===== src/rtl/arcm_pkg.sv =====
// constants, types and register map of the receive clock, mode and burst-detect block
package arcm_pkg;
  // --------------------------------------------------------------
  // timing
  // --------------------------------------------------------------
  localparam int CLK_HZ = 10_000_000;
  localparam int HI_RATE_HZ = 88_200;
  localparam int LO_RATE_HZ = 54_000;
  localparam int LOCK_MIN_HZ = 22_000;
  localparam int LOCK_MAX_HZ = 108_000;
  localparam int PER_W = 9;
  // longest frame period still counted as high rate, rounded down
  localparam logic [PER_W-1:0] HI_MAX_CYC = PER_W'(CLK_HZ / HI_RATE_HZ);
  // shortest frame period counted as low rate, rounded up
  localparam logic [PER_W-1:0] LO_MIN_CYC = PER_W'((CLK_HZ + LO_RATE_HZ - 1) / LO_RATE_HZ);
  localparam logic [PER_W-1:0] LOCK_MIN_CYC = PER_W'(CLK_HZ / LOCK_MAX_HZ);
  localparam logic [PER_W-1:0] LOCK_MAX_CYC = PER_W'((CLK_HZ + LOCK_MIN_HZ - 1) / LOCK_MIN_HZ);
  localparam logic [PER_W-1:0] PER_SAT = {PER_W{1'b1}};
  localparam logic [3:0] LOCK_FRAMES = 4'h8;
  localparam int FRM_W = 12;
  localparam logic [FRM_W-1:0] IDLE_LAST = {FRM_W{1'b1}};

  // --------------------------------------------------------------
  // burst sync pattern
  // --------------------------------------------------------------
  localparam logic [2:0] SYNC_ZERO_WORDS = 3'h5;
  localparam logic [15:0] SYNC_WORD_A = 16'hF872;
  localparam logic [15:0] SYNC_WORD_B = 16'h4E1F;

  // --------------------------------------------------------------
  // register map
  // --------------------------------------------------------------
  localparam int ADDR_W = 5;
  localparam int DATA_W = 8;
  localparam logic [ADDR_W-1:0] ADDR_CTRL = 5'h00;
  localparam logic [ADDR_W-1:0] ADDR_EVENT = 5'h01;
  localparam logic [ADDR_W-1:0] ADDR_MASK = 5'h02;
  localparam logic [ADDR_W-1:0] ADDR_STATE = 5'h03;
  localparam logic [ADDR_W-1:0] ADDR_BUF0 = 5'h0D;
  localparam logic [ADDR_W-1:0] ADDR_BUF1 = 5'h0E;
  localparam logic [ADDR_W-1:0] ADDR_BUF2 = 5'h0F;
  localparam logic [ADDR_W-1:0] ADDR_BUF3 = 5'h10;
  localparam int CTRL_W = 5;
  localparam int EV_W = 3;
  localparam int EV_BURST = 0;
  localparam int EV_UNLOCK = 1;
  localparam int EV_IDLE = 2;
  localparam int ST_LOCK = 0;
  localparam int ST_HIRATE = 1;
  localparam int ST_COMP = 2;
  localparam int ST_XTAL = 3;

  typedef enum logic [1:0] {
    MODE_PLL = 2'h0,
    MODE_XTAL = 2'h1,
    MODE_AUTO = 2'h2,
    MODE_MON = 2'h3
  } arcm_mode_e;

  typedef enum logic [1:0] {
    OCS_256_256 = 2'h0,
    OCS_256_128 = 2'h1,
    OCS_512_256 = 2'h2,
    OCS_TEST = 2'h3
  } arcm_ocs_e;

  typedef enum logic [1:0] {
    BS_SEEK = 2'h0,
    BS_SAW_A = 2'h1,
    BS_CAP_INFO = 2'h3,
    BS_CAP_LEN = 2'h2
  } arcm_burst_e;

  typedef struct packed {
    logic xtalHighRate;
    arcm_ocs_e outClockSel;
    arcm_mode_e clockOpMode;
  } arcm_ctrl_s;

  localparam arcm_ctrl_s CTRL_RST = '{xtalHighRate: 1'b0, outClockSel: OCS_256_256, clockOpMode: MODE_PLL};
endpackage : arcm_pkg


===== src/rtl/arcm_top.sv =====
// receive clock source, mode control, rate indicator and compressed burst detect
//
// Overview of operation
// - Raise the compressed-stream output on five zero words followed by 0xF872 and 0x4E1F.
// - Hold it high until 4096 frames pass with no new sync, each sync restarting the count.
// - On each sync store the two following burst words into buffer registers 0x0D to 0x10.
// - From the recovered clock, the high-rate output is high at 88.2 kHz up to the 108 kHz lock limit, low at 54 kHz and below.
// - From the crystal, the high-rate output follows the crystal-mode high-rate setting.
// - Lock is lost whenever the interval between frame preambles is wrong.
// - Lock covers frame rates of 22 kHz to 108 kHz and is reached well inside 20 ms.
// - Both master clock outputs come from the selected source, recovered or crystal.
// - Output select 00 gives 256/256, 01 gives 256/128, 10 gives 512/256, 11 is test.
// - The two-bit clock mode picks the master clock source and the serial data source.
// - Mode 0 runs recovery only with received data; mode 1 runs the crystal only with auxiliary data.
// - Mode 2 uses recovery while locked and falls back to crystal and auxiliary data on unlock.
// - Mode 3 fixes crystal and auxiliary data while recovery keeps running.
// - Power-down low resets all registers, stops clocks and blocks register access.
`timescale 1ns/100ps
module arcm_top
  import arcm_pkg::*;
(
  // clock and power-down reset
  input wire logic clk,
  input wire logic rst_b,
  // register port
  input wire logic [arcm_pkg::ADDR_W-1:0] regAddr,
  input wire logic [arcm_pkg::DATA_W-1:0] regWrData,
  input wire logic regWrStb,
  input wire logic regRdStb,
  output logic [arcm_pkg::DATA_W-1:0] regRdData,
  // decoded receive stream
  input wire logic frameStb,
  input wire logic preambleErr,
  input wire logic wordStb,
  input wire logic [15:0] wordData,
  input wire logic rxAudio,
  input wire logic auxiliaryAudioIn,
  // source clock ticks, one per 512fs half period
  input wire logic pllTick,
  input wire logic xtalTick,
  // outputs
  output logic masterClockOutA,
  output logic masterClockOutB,
  output logic serialAudioOut,
  output logic highRateIndicator,
  output logic compressedOut,
  output logic pllEnable,
  output logic xtalEnable,
  output logic unlockOut,
  output logic irq
);
  import arcm_pkg::*;

  // ----------------------------------------------------------------
  // reset release
  // ----------------------------------------------------------------
  logic rstMeta_r;
  logic rstSync_r;
  wire logic rstN = rstSync_r;

  always_ff @(posedge clk or negedge rst_b)
  begin
    if (!rst_b)
    begin
      rstMeta_r <= 1'b0;
      rstSync_r <= 1'b0;
    end
    else
    begin
      rstMeta_r <= 1'b1;
      rstSync_r <= rstMeta_r;
    end
  end

  function automatic logic inLockRange(input logic [PER_W-1:0] p);
    inLockRange = (p >= LOCK_MIN_CYC) && (p <= LOCK_MAX_CYC);
  endfunction : inLockRange

  // ----------------------------------------------------------------
  // registers
  // ----------------------------------------------------------------
  arcm_ctrl_s ctrl_r;
  logic [EV_W-1:0] event_r;
  logic [EV_W-1:0] mask_r;
  logic [EV_W-1:0] evSet;
  logic [DATA_W-1:0] buf_r [4];
  logic [DATA_W-1:0] rdNxt;
  logic locked_r;
  logic useXtal;
  logic measHigh_r;

  // power-down holds everything in reset, so no access lands then
  always_ff @(posedge clk or negedge rstN)
  begin
    if (!rstN)
      ctrl_r <= CTRL_RST;
    else if (regWrStb && regAddr == ADDR_CTRL)
      ctrl_r <= arcm_ctrl_s'(regWrData[CTRL_W-1:0]);
  end

  // sticky events, set beats a write-one clear
  always_ff @(posedge clk or negedge rstN)
  begin
    if (!rstN)
      event_r <= '0;
    else if (regWrStb && regAddr == ADDR_EVENT)
      event_r <= (event_r & ~regWrData[EV_W-1:0]) | evSet;
    else
      event_r <= event_r | evSet;
  end

  always_ff @(posedge clk or negedge rstN)
  begin
    if (!rstN)
      mask_r <= '0;
    else if (regWrStb && regAddr == ADDR_MASK)
      mask_r <= regWrData[EV_W-1:0];
  end

  always_ff @(posedge clk or negedge rstN)
  begin
    if (!rstN)
      irq <= 1'b0;
    else
      irq <= |(event_r & mask_r);
  end

  always_comb
  begin
    rdNxt = '0;
    case (regAddr)
      ADDR_CTRL: rdNxt = DATA_W'(ctrl_r);
      ADDR_EVENT: rdNxt = DATA_W'(event_r);
      ADDR_MASK: rdNxt = DATA_W'(mask_r);
      ADDR_STATE:
      begin
        rdNxt[ST_LOCK] = locked_r;
        rdNxt[ST_HIRATE] = highRateIndicator;
        rdNxt[ST_COMP] = compressedOut;
        rdNxt[ST_XTAL] = useXtal;
      end
      ADDR_BUF0: rdNxt = buf_r[0];
      ADDR_BUF1: rdNxt = buf_r[1];
      ADDR_BUF2: rdNxt = buf_r[2];
      ADDR_BUF3: rdNxt = buf_r[3];
      default: rdNxt = '0;
    endcase
  end

  always_ff @(posedge clk or negedge rstN)
  begin
    if (!rstN)
      regRdData <= '0;
    else if (regRdStb)
      regRdData <= rdNxt;
    else
      regRdData <= '0;
  end

  // ----------------------------------------------------------------
  // mode decode
  // ----------------------------------------------------------------
  // recovery runs except in mode 1, crystal except in mode 0
  wire logic pllOn = (ctrl_r.clockOpMode != MODE_XTAL);
  wire logic xtalOn = (ctrl_r.clockOpMode != MODE_PLL);

  always_comb
  begin
    case (ctrl_r.clockOpMode)
      MODE_PLL: useXtal = 1'b0;
      MODE_XTAL: useXtal = 1'b1;
      MODE_AUTO: useXtal = !locked_r;
      MODE_MON: useXtal = 1'b1;
      default: useXtal = 1'b1;
    endcase
  end

  always_ff @(posedge clk or negedge rstN)
  begin
    if (!rstN)
    begin
      pllEnable <= 1'b0;
      xtalEnable <= 1'b0;
      serialAudioOut <= 1'b0;
      highRateIndicator <= 1'b0;
    end
    else
    begin
      pllEnable <= pllOn;
      xtalEnable <= xtalOn;
      serialAudioOut <= useXtal ? auxiliaryAudioIn : rxAudio;
      highRateIndicator <= useXtal ? ctrl_r.xtalHighRate : measHigh_r;
    end
  end

  // ----------------------------------------------------------------
  // frame period, rate and lock
  // ----------------------------------------------------------------
  logic [PER_W-1:0] period_r;
  logic [3:0] goodCnt_r;
  wire logic frameOk = inLockRange(period_r) && !preambleErr;
  wire logic overdue = (period_r > LOCK_MAX_CYC);

  always_ff @(posedge clk or negedge rstN)
  begin
    if (!rstN)
      period_r <= '0;
    else if (frameStb || !pllOn)
      period_r <= '0;
    else if (period_r != PER_SAT)
      period_r <= period_r + 1'b1;
  end

  // measured rate with hysteresis between the two bands
  always_ff @(posedge clk or negedge rstN)
  begin
    if (!rstN)
      measHigh_r <= 1'b0;
    else if (frameStb && frameOk && period_r <= HI_MAX_CYC)
      measHigh_r <= 1'b1;
    else if (frameStb && period_r >= LO_MIN_CYC)
      measHigh_r <= 1'b0;
  end

  always_ff @(posedge clk or negedge rstN)
  begin
    if (!rstN)
      goodCnt_r <= '0;
    else if (!pllOn || overdue || (frameStb && !frameOk))
      goodCnt_r <= '0;
    else if (frameStb && goodCnt_r != LOCK_FRAMES)
      goodCnt_r <= goodCnt_r + 1'b1;
  end

  always_ff @(posedge clk or negedge rstN)
  begin
    if (!rstN)
      locked_r <= 1'b0;
    else if (!pllOn || overdue || (frameStb && !frameOk))
      locked_r <= 1'b0;
    else if (goodCnt_r == LOCK_FRAMES)
      locked_r <= 1'b1;
  end

  always_ff @(posedge clk or negedge rstN)
  begin
    if (!rstN)
      unlockOut <= 1'b0;
    else
      unlockOut <= pllOn && !locked_r;
  end

  // ----------------------------------------------------------------
  // master clocks
  // ----------------------------------------------------------------
  logic [1:0] div_r;
  wire logic srcTick = useXtal ? (xtalOn && xtalTick) : (pllOn && pllTick);

  always_ff @(posedge clk or negedge rstN)
  begin
    if (!rstN)
      div_r <= '0;
    else if (srcTick)
      div_r <= div_r + 1'b1;
  end

  always_ff @(posedge clk or negedge rstN)
  begin
    if (!rstN)
    begin
      masterClockOutA <= 1'b0;
      masterClockOutB <= 1'b0;
    end
    else
    begin
      case (ctrl_r.outClockSel)
        OCS_256_256:
        begin
          if (srcTick && div_r[0])
          begin
            masterClockOutA <= !masterClockOutA;
            masterClockOutB <= !masterClockOutB;
          end
        end
        OCS_256_128:
        begin
          if (srcTick && div_r[0])
            masterClockOutA <= !masterClockOutA;
          if (srcTick && div_r == 2'h3)
            masterClockOutB <= !masterClockOutB;
        end
        OCS_512_256:
        begin
          if (srcTick)
            masterClockOutA <= !masterClockOutA;
          if (srcTick && div_r[0])
            masterClockOutB <= !masterClockOutB;
        end
        default:
        begin
          masterClockOutA <= 1'b0;
          masterClockOutB <= 1'b0;
        end
      endcase
    end
  end

  // ----------------------------------------------------------------
  // burst sync detect and preamble capture
  // ----------------------------------------------------------------
  arcm_burst_e bs_r;
  logic [2:0] zeros_r;
  logic syncHit;
  logic [FRM_W-1:0] idle_r;

  always_ff @(posedge clk or negedge rstN)
  begin
    if (!rstN)
      zeros_r <= '0;
    else if (wordStb)
      zeros_r <= (wordData != '0) ? '0 : (zeros_r == SYNC_ZERO_WORDS) ? zeros_r : zeros_r + 1'b1;
  end

  assign syncHit = wordStb && bs_r == BS_SAW_A && wordData == SYNC_WORD_B;

  always_ff @(posedge clk or negedge rstN)
  begin
    if (!rstN)
      bs_r <= BS_SEEK;
    else if (wordStb)
    begin
      case (bs_r)
        BS_SEEK: bs_r <= (zeros_r == SYNC_ZERO_WORDS && wordData == SYNC_WORD_A) ? BS_SAW_A : BS_SEEK;
        BS_SAW_A: bs_r <= syncHit ? BS_CAP_INFO : BS_SEEK;
        BS_CAP_INFO: bs_r <= BS_CAP_LEN;
        BS_CAP_LEN: bs_r <= BS_SEEK;
        default: bs_r <= BS_SEEK;
      endcase
    end
  end

  always_ff @(posedge clk or negedge rstN)
  begin
    if (!rstN)
    begin
      buf_r[0] <= '0;
      buf_r[1] <= '0;
      buf_r[2] <= '0;
      buf_r[3] <= '0;
    end
    else if (wordStb && bs_r == BS_CAP_INFO)
    begin
      buf_r[0] <= wordData[7:0];
      buf_r[1] <= wordData[15:8];
    end
    else if (wordStb && bs_r == BS_CAP_LEN)
    begin
      buf_r[2] <= wordData[7:0];
      buf_r[3] <= wordData[15:8];
    end
  end

  always_ff @(posedge clk or negedge rstN)
  begin
    if (!rstN)
    begin
      compressedOut <= 1'b0;
      idle_r <= '0;
    end
    else if (syncHit)
    begin
      compressedOut <= 1'b1;
      idle_r <= '0;
    end
    else if (frameStb && compressedOut)
    begin
      idle_r <= idle_r + 1'b1;
      if (idle_r == IDLE_LAST)
        compressedOut <= 1'b0;
    end
  end

  always_comb
  begin
    evSet = '0;
    evSet[EV_BURST] = syncHit;
    evSet[EV_UNLOCK] = locked_r && (!pllOn || overdue || (frameStb && !frameOk));
    evSet[EV_IDLE] = frameStb && compressedOut && !syncHit && idle_r == IDLE_LAST;
  end
endmodule : arcm_top


===== config.mk =====
export PLATFORM = sky130hd
export DESIGN_NAME = arcm_top
export DESIGN_NICKNAME = d
export VERILOG_FILES = /design/src/rtl/arcm_pkg.sv /design/src/rtl/arcm_top.sv
export SDC_FILE = /design/constraint.sdc
export NUM_CORES = 1
export LEC_CHECK = 0
export BUFFER_PORTS_ARGS = -buffer_cell sky130_fd_sc_hd__buf_2
export CORE_MARGIN = 1
export CORE_UTILIZATION = 58
export DETAILED_ROUTE_END_ITERATION = 6
export PLACE_DENSITY_LB_ADDON = 0.12
export SLEW_MARGIN = 20
export SYNTH_ARGS = -nofsm -noshare
export SYNTH_HDL_FRONTEND = slang
export SYNTH_SLANG_ARGS = --single-unit

===== constraint.sdc =====
create_clock -name clk -period 3.87 [get_ports clk]
set_input_delay 0.774 -clock clk [delete_from_list [all_inputs] [get_ports clk]]
set_output_delay 0.774 -clock clk [all_outputs]
set_load 0.005 [all_outputs]

* Yosys cells after proc, flatten, opt, wreduce, memory -nomap -nowiden
Index checks and enable logic that the tools add are counted.
** Word-level totals
- Register bits after elaboration :: 96
- Latch bits :: 0
- RAM bits :: 0
- ROM bits :: 0
- Input port bits :: 40
- Output and inout port bits :: 17
- Logic and storage cells :: 161
- Memories :: 0
** Operators by class
- Add/sub/neg operators :: 5
- $mul :: 0
- Divide/modulo/power cells :: 0
- Order comparisons :: 5
- Eq/ne operators :: 29
- Shift-type cells :: 0
- Mux-type cells :: 32
- Bitwise gates (word level) :: 6
- Reduce and logical (&&, ||, !) cells :: 55
** Operators by type and width (count)
- one-hot mux 4 bit (8 select lines) :: 1
- logical AND 1 bit :: 24
- 2-to-1 mux 12 bit :: 2
- one-hot mux 4 bit (5 select lines) :: 1
- 2-to-1 mux 9 bit :: 2
- equality test 16 x 15 -> 1 bit (second input constant) :: 1
- equality test 16 bit (second input constant) :: 1
- nonzero test 16 bit :: 1
- equality test 5 x 4 -> 1 bit (second input constant) :: 3
- 2-to-1 mux 1 bit :: 15
- nonzero test 2 bit :: 7
- adder 12 x 1 -> 12 bit (second input constant) :: 1
- equality test 12 bit (second input constant) :: 1
- equality test 2 bit (second input constant) :: 6
- equality test 5 x 2 -> 1 bit (second input constant) :: 2
- AND reduction 2 bit :: 5
- adder 9 x 1 -> 9 bit (second input constant) :: 1
- >= comparator 9 x 7 -> 1 bit (second input constant) :: 1
- >= comparator 9 x 8 -> 1 bit (second input constant) :: 1
- greater-than comparator 9 bit (second input constant) :: 1
- less-or-equal comparator 9 x 7 -> 1 bit (second input constant) :: 1
- less-or-equal comparator 9 bit (second input constant) :: 1
- 2-to-1 mux 3 bit :: 3
- inequality test 9 bit (second input constant) :: 1
- 27 further kinds :: 49

* Longest topological paths before layout
- Word-level depth :: 9
- Depth in mapped cells :: 9
- Depth with buffers taken out :: 8

* Worst setup path before layout
OpenSTA, ideal clock, no wires.
- Path type :: input port to flip-flop
- Start :: input port wordData[5]
- End :: register idle_r[2]
- Setup time :: 119 ps
- Data arrival time :: 1924 ps
- Required time :: 3751 ps
- Path slack :: 1827 ps
- Cell stages on the path :: 6
- Buffers on the path :: 2
- Path through :: or4_4 -> nor3_4 -> and3_1 -> buf_4 -> buf_6 -> nor2_1
** Between the ends
- Longest elaborated chain between the ends :: 3
- Elaborated cells between the ends (all ways) :: 4
- Those cells by class :: 1 x eq/ne; 1 x mux; 2 x reduce/logical
** RTL lines
- from (decl) :: RTL line arcm_top.sv:35 : input wire logic [15:0] wordData,
- equality test 16 x 15 -> 1 bit (*) :: RTL line arcm_top.sv:324 : assign syncHit = wordStb && bs_r == BS_SAW_A && wordData == SYNC_WORD_B;
- logical AND 1 bit (*) :: RTL line arcm_top.sv:324
- 2-to-1 mux 12 bit / nonzero test 2 bit (equally long branches)
- to (signal assigned) :: RTL line arcm_top.sv:377 : idle_r <= idle_r + 1'b1;
- to (decl) :: RTL line arcm_top.sv:314 : logic [FRM_W-1:0] idle_r;
Every way passes the cells marked *; elsewhere a longest branch is shown, timed or not.
A chain may end at the register's enable or synchronous reset.

* Worst setup path after layout
- Start :: input port wordData[5]
- End :: register event_r[2]
** Between the ends
- Longest elaborated chain between the ends :: 7
- Elaborated cells between the ends (all ways) :: 8
- Those cells by class :: 1 x eq/ne; 1 x mux; 2 x bitwise; 4 x reduce/logical
** RTL lines
- equality test 16 x 15 -> 1 bit (*) :: RTL line arcm_top.sv:324
- logical AND 1 bit (*) :: RTL line arcm_top.sv:324
- logical NOT 1 bit (*) :: RTL line arcm_top.sv:388 : evSet[EV_IDLE] = frameStb && compressedOut && !syncHit && idle_r == IDLE_LAST;
- logical AND 1 bit (*) (2 in a row) :: RTL line arcm_top.sv:388
- bitwise OR 3 bit (on tied branches) :: RTL line arcm_top.sv:109, arcm_top.sv:107
- 2-to-1 mux 3 bit (*) :: RTL line arcm_top.sv:106 : else if (regWrStb && regAddr == ADDR_EVENT)
- to (signal assigned) :: RTL line arcm_top.sv:107 : event_r <= (event_r & ~regWrData[EV_W-1:0]) | evSet;
- to (signal assigned) :: RTL line arcm_top.sv:109 : event_r <= event_r | evSet;
- to (decl) :: RTL line arcm_top.sv:83 : logic [EV_W-1:0] event_r;
Marks and branches as above.

==> qor.tcl <==
set qor(p_leak_uw) 0.002481
set qor(syn_area_per_cell_um2) 10.95
set qor(clock_skew_ns) 0.009492
set qor(synth_top_cell_area_share_pct) 50.65
set qor(drive_above_1_share_pct) 25.05
set qor(cts_buffers) 9
set qor(timing.critical_path.fanout_max) 15
set qor(ir_drop_mv) 0.2299
set qor(top_level_ports) 57
set qor(port_buffers) 53
set qor(cts_root_buffer) {sky130_fd_sc_hd__clkbuf_8}
set qor(ys_warn_count) 0
set qor(final.setup.tns_ns) 0
set qor(synth_top_cells_by_area) {sky130_fd_sc_hd__dfrtp_1 51%, sky130_fd_sc_hd__mux2_2 10%, sky130_fd_sc_hd__nor2_1 2.9%, sky130_fd_sc_hd__ha_1 2.6%, sky130_fd_sc_hd__xnor2_1 2.6%}
set qor(drtPass1Iterations) 4
set qor(synth_area_um2) 4743
set qor(drt-wirelength-per-cell_um) 16.55
set qor(clk_pin_slew_worst_paths_ns) 0.08
set qor(place.detailed.hpwl_mm) 6.914
set qor(synth_fp_nets) 483
set qor(vias) 3508
set qor(total_buffers_and_inverters_traversed_by_the_critical_path) 1
set qor(die_w_um) 92.43
set qor(post_drt_via_cell_ratio) 5.956
set qor(cts_hold_buf) 0
set qor(outcome) {complete, no violations}
set qor(cells_on_worst_reg2reg_path) 5
set qor(grt_pass1_wl_mm) 16.43
set qor(timing.rr.end) {event_r[1]}
set qor(synth-async-reset-ratio_pct) 100.0
set qor(coreArea_um2) 7807
set qor(minimum_clock_period_ns) 2.186
set qor(timing.final.hold_violations) 0
set qor(grt_start_max_net_pins) 80
set qor(drt_iter0_drc) 179
set qor(rows) 32
set qor(regToRegSetupSlack_ns) 1.93
set qor(pwr_density_cell_nw_per_um2) 395.4
set qor(worst-endpoint-required_ns) 4.09
set qor(cts_num_sinks) 96
set qor(worstSetupPathType) {in2reg}
set qor(timing.critical_path.cells) {buf_2 > or4_4 > nor3_4 > and3_1 > o31ai_1}
set qor(max_slew.worst_pin.slew_ns) 0.8652
set qor(tritoncts) {done}
set qor(crit_slowest_cell) {sky130_fd_sc_hd__and3_1}
set qor(setup.worst_path.start_class) {input pin}
set qor(layout.filler_cells) 602
set qor(cts.repair.resized) 0
set qor(first_global_vias) 3509
set qor(timing.critical_path.slowest_cell_delay_ns) 0.61
set qor(initial_util_pct) 60.75
set qor(final_core_util_pct) 68.04
set qor(wirelength_mm) 9.748
set qor(critical_path.top_delay_family) {simple AND/OR/NAND/NOR gates}
set qor(die_area_um2) 8543
set qor(cap_violations) 0
set qor(yosysSeqAreaShare_pct) 50.65
set qor(yosys.cell_types.count) 65
set qor(synth_flop_cell) {sky130_fd_sc_hd__dfrtp_1}
set qor(cts_post_setup_buffers_inserted) 0
set qor(min-delay-path-class) {in2async}
set qor(htree_num_levels) 3
set qor(grt_util_all_layers_pct) 24.50
set qor(netlist_top_cells_count) {96 x sky130_fd_sc_hd__dfrtp_1, 44 x sky130_fd_sc_hd__mux2_2, 37 x sky130_fd_sc_hd__nor2_1, 20 x sky130_fd_sc_hd__nand2_1, 20 x sky130_fd_sc_hd__nand3_1}
set qor(area.growth.synth_to_final_pct) 12.00
set qor(syn_inst) 433
set qor(final_min_period_over_clock_period_pct) 56.47
set qor(final_net_count) 533
set qor(finalSetupViolCount) 0
set qor(cell_taking_the_most_area_after_synthesis) {sky130_fd_sc_hd__dfrtp_1}
set qor(place.gp.congestion) 0.7955
set qor(n_antenna_cell) 0
set qor(critical_path_arrival_ns) 2.41
set qor(insertion_delay_ns) 0.36
set qor(antenna_found_initial) 0
set qor(timing_max_transition_violations_final) 0
set qor(die_h_um) 92.43
set qor(ys_seq_elements) 96
set qor(regToRegStartpoint) {period_r[0]}
set qor(worst_slew_margin_relative_to_its_limit_pct) 42.15
set qor(synth.most_common_cell) {sky130_fd_sc_hd__dfrtp_1}
set qor(route.detailed.drc) 0
set qor(timing.critical_path.to_type) {register}
set qor(max_freq_mhz) 457.6
set qor(overflow) 0
set qor(grt_setup_unrepaired) {no}
set qor(synth_edf_count) 0
set qor(cts_buffer_depth) 2
set qor(ant_nets) 0
==> layout by cell type (no fill, tap or decap), types with 4 or more instances in the layout <==
master,netlist,layout
sky130_fd_sc_hd__nor3_1,14,14
sky130_fd_sc_hd__a21oi_1,16,16
sky130_fd_sc_hd__ha_1,10,10
sky130_fd_sc_hd__and3_1,6,6
sky130_fd_sc_hd__nand3b_1,6,6
sky130_fd_sc_hd__a22oi_1,4,4
sky130_fd_sc_hd__nand4_1,10,10
sky130_fd_sc_hd__nor2_1,37,37
sky130_fd_sc_hd__nand2_1,20,20
sky130_fd_sc_hd__nor2b_1,5,5
sky130_fd_sc_hd__o21ai_0,12,12
sky130_fd_sc_hd__a211oi_1,5,5
sky130_fd_sc_hd__buf_2,8,53
sky130_fd_sc_hd__dfrtp_1,96,95
sky130_fd_sc_hd__xor2_1,4,4
sky130_fd_sc_hd__mux2_2,44,44
sky130_fd_sc_hd__nand2b_1,7,7
sky130_fd_sc_hd__a22o_1,6,6
sky130_fd_sc_hd__clkbuf_8,0,10
sky130_fd_sc_hd__nor4_1,6,6
sky130_fd_sc_hd__inv_1,14,14
sky130_fd_sc_hd__nand3_1,20,20
sky130_fd_sc_hd__xnor2_1,14,14
sky130_fd_sc_hd__mux2i_1,7,7
==> per-stage QoR <==
stage               total power, uW  std cells  cell area, um2  hold WS (ns)  setup slack (ns)
CTS                            2111        588            5285        0.1700             1.712
global placement               1383        573            5066        0.3384             1.357
global route                   2187        589            5313        0.1736             1.544
finish                         2100        589            5313        0.1832             1.684
floorplan                      1295        433            4743        0.3312            0.9979
detailed placement             1398        573            5066        0.3458             1.330
==> flip-flops by register name, summed over array words and instances, names as in the netlist, 2 cells and up <==
| name | cells |
|---|---|
| bs_r | 2 |
| buf_r | 32 |
| ctrl_r | 5 |
| div_r | 2 |
| event_r | 3 |
| goodCnt_r | 4 |
| idle_r | 12 |
| mask_r | 3 |
| period_r | 9 |
| regRdData | 8 |
| zeros_r | 3 |
==> power by group <==
part	total (uW)	internal [uW]	switching, uW
clock	722	378	344
sequential	1130	1060	65.6
combinational	253	123	130
total	2100	1560	540
==> layout make-up <==
type / instances / area, um2 / area share, %
clock buffer: 10 / 137.6 / 2.591
clock inverter: 5 / 81.33 / 1.531
inverter: 14 / 52.55 / 0.9892
multi-input combinational: 307 / 2207 / 41.55
sequential: 96 / 2406 / 45.29
tap: 102 / 127.6 / 2.402
timing repair buffer: 55 / 300.3 / 5.652
==> routing by layer <==
metal / track usage (%) / share of wire (%)
met5: 0 / 0
met3: 3.859 / 3.9
met4: 10.68 / 2.0
met2: 40.62 / 49
met1: 31.90 / 45
==> how the worst max path moves through the flow <==
stage / slack [ns] / startpoint / cells past startpoint / end
floorplan: 1.0 / rstN / 0 / bs_r[0]
global placement: 1.36 / wordData[5] / 5 / event_r[2]
detailed placement: 1.33 / wordData[5] / 5 / event_r[2]
CTS: 1.71 / wordData[5] / 5 / event_r[2]
global route: 1.54 / wordData[5] / 5 / event_r[2]
finish: 1.68 / wordData[5] / 5 / event_r[2]
==> logic make-up after synthesis <==
kind of cell | share of synthesized area, %
other | 0.07906
DFF | 50.65
AOI/OAI and AO/OA | 11.42
muxes | 11.92
and+or+nand+nor | 17.15
xor gates and xnor gates | 3.324
adders and majority gates | 2.638
buffers and inverters | 2.823
Power figures use the tool's default switching activity.
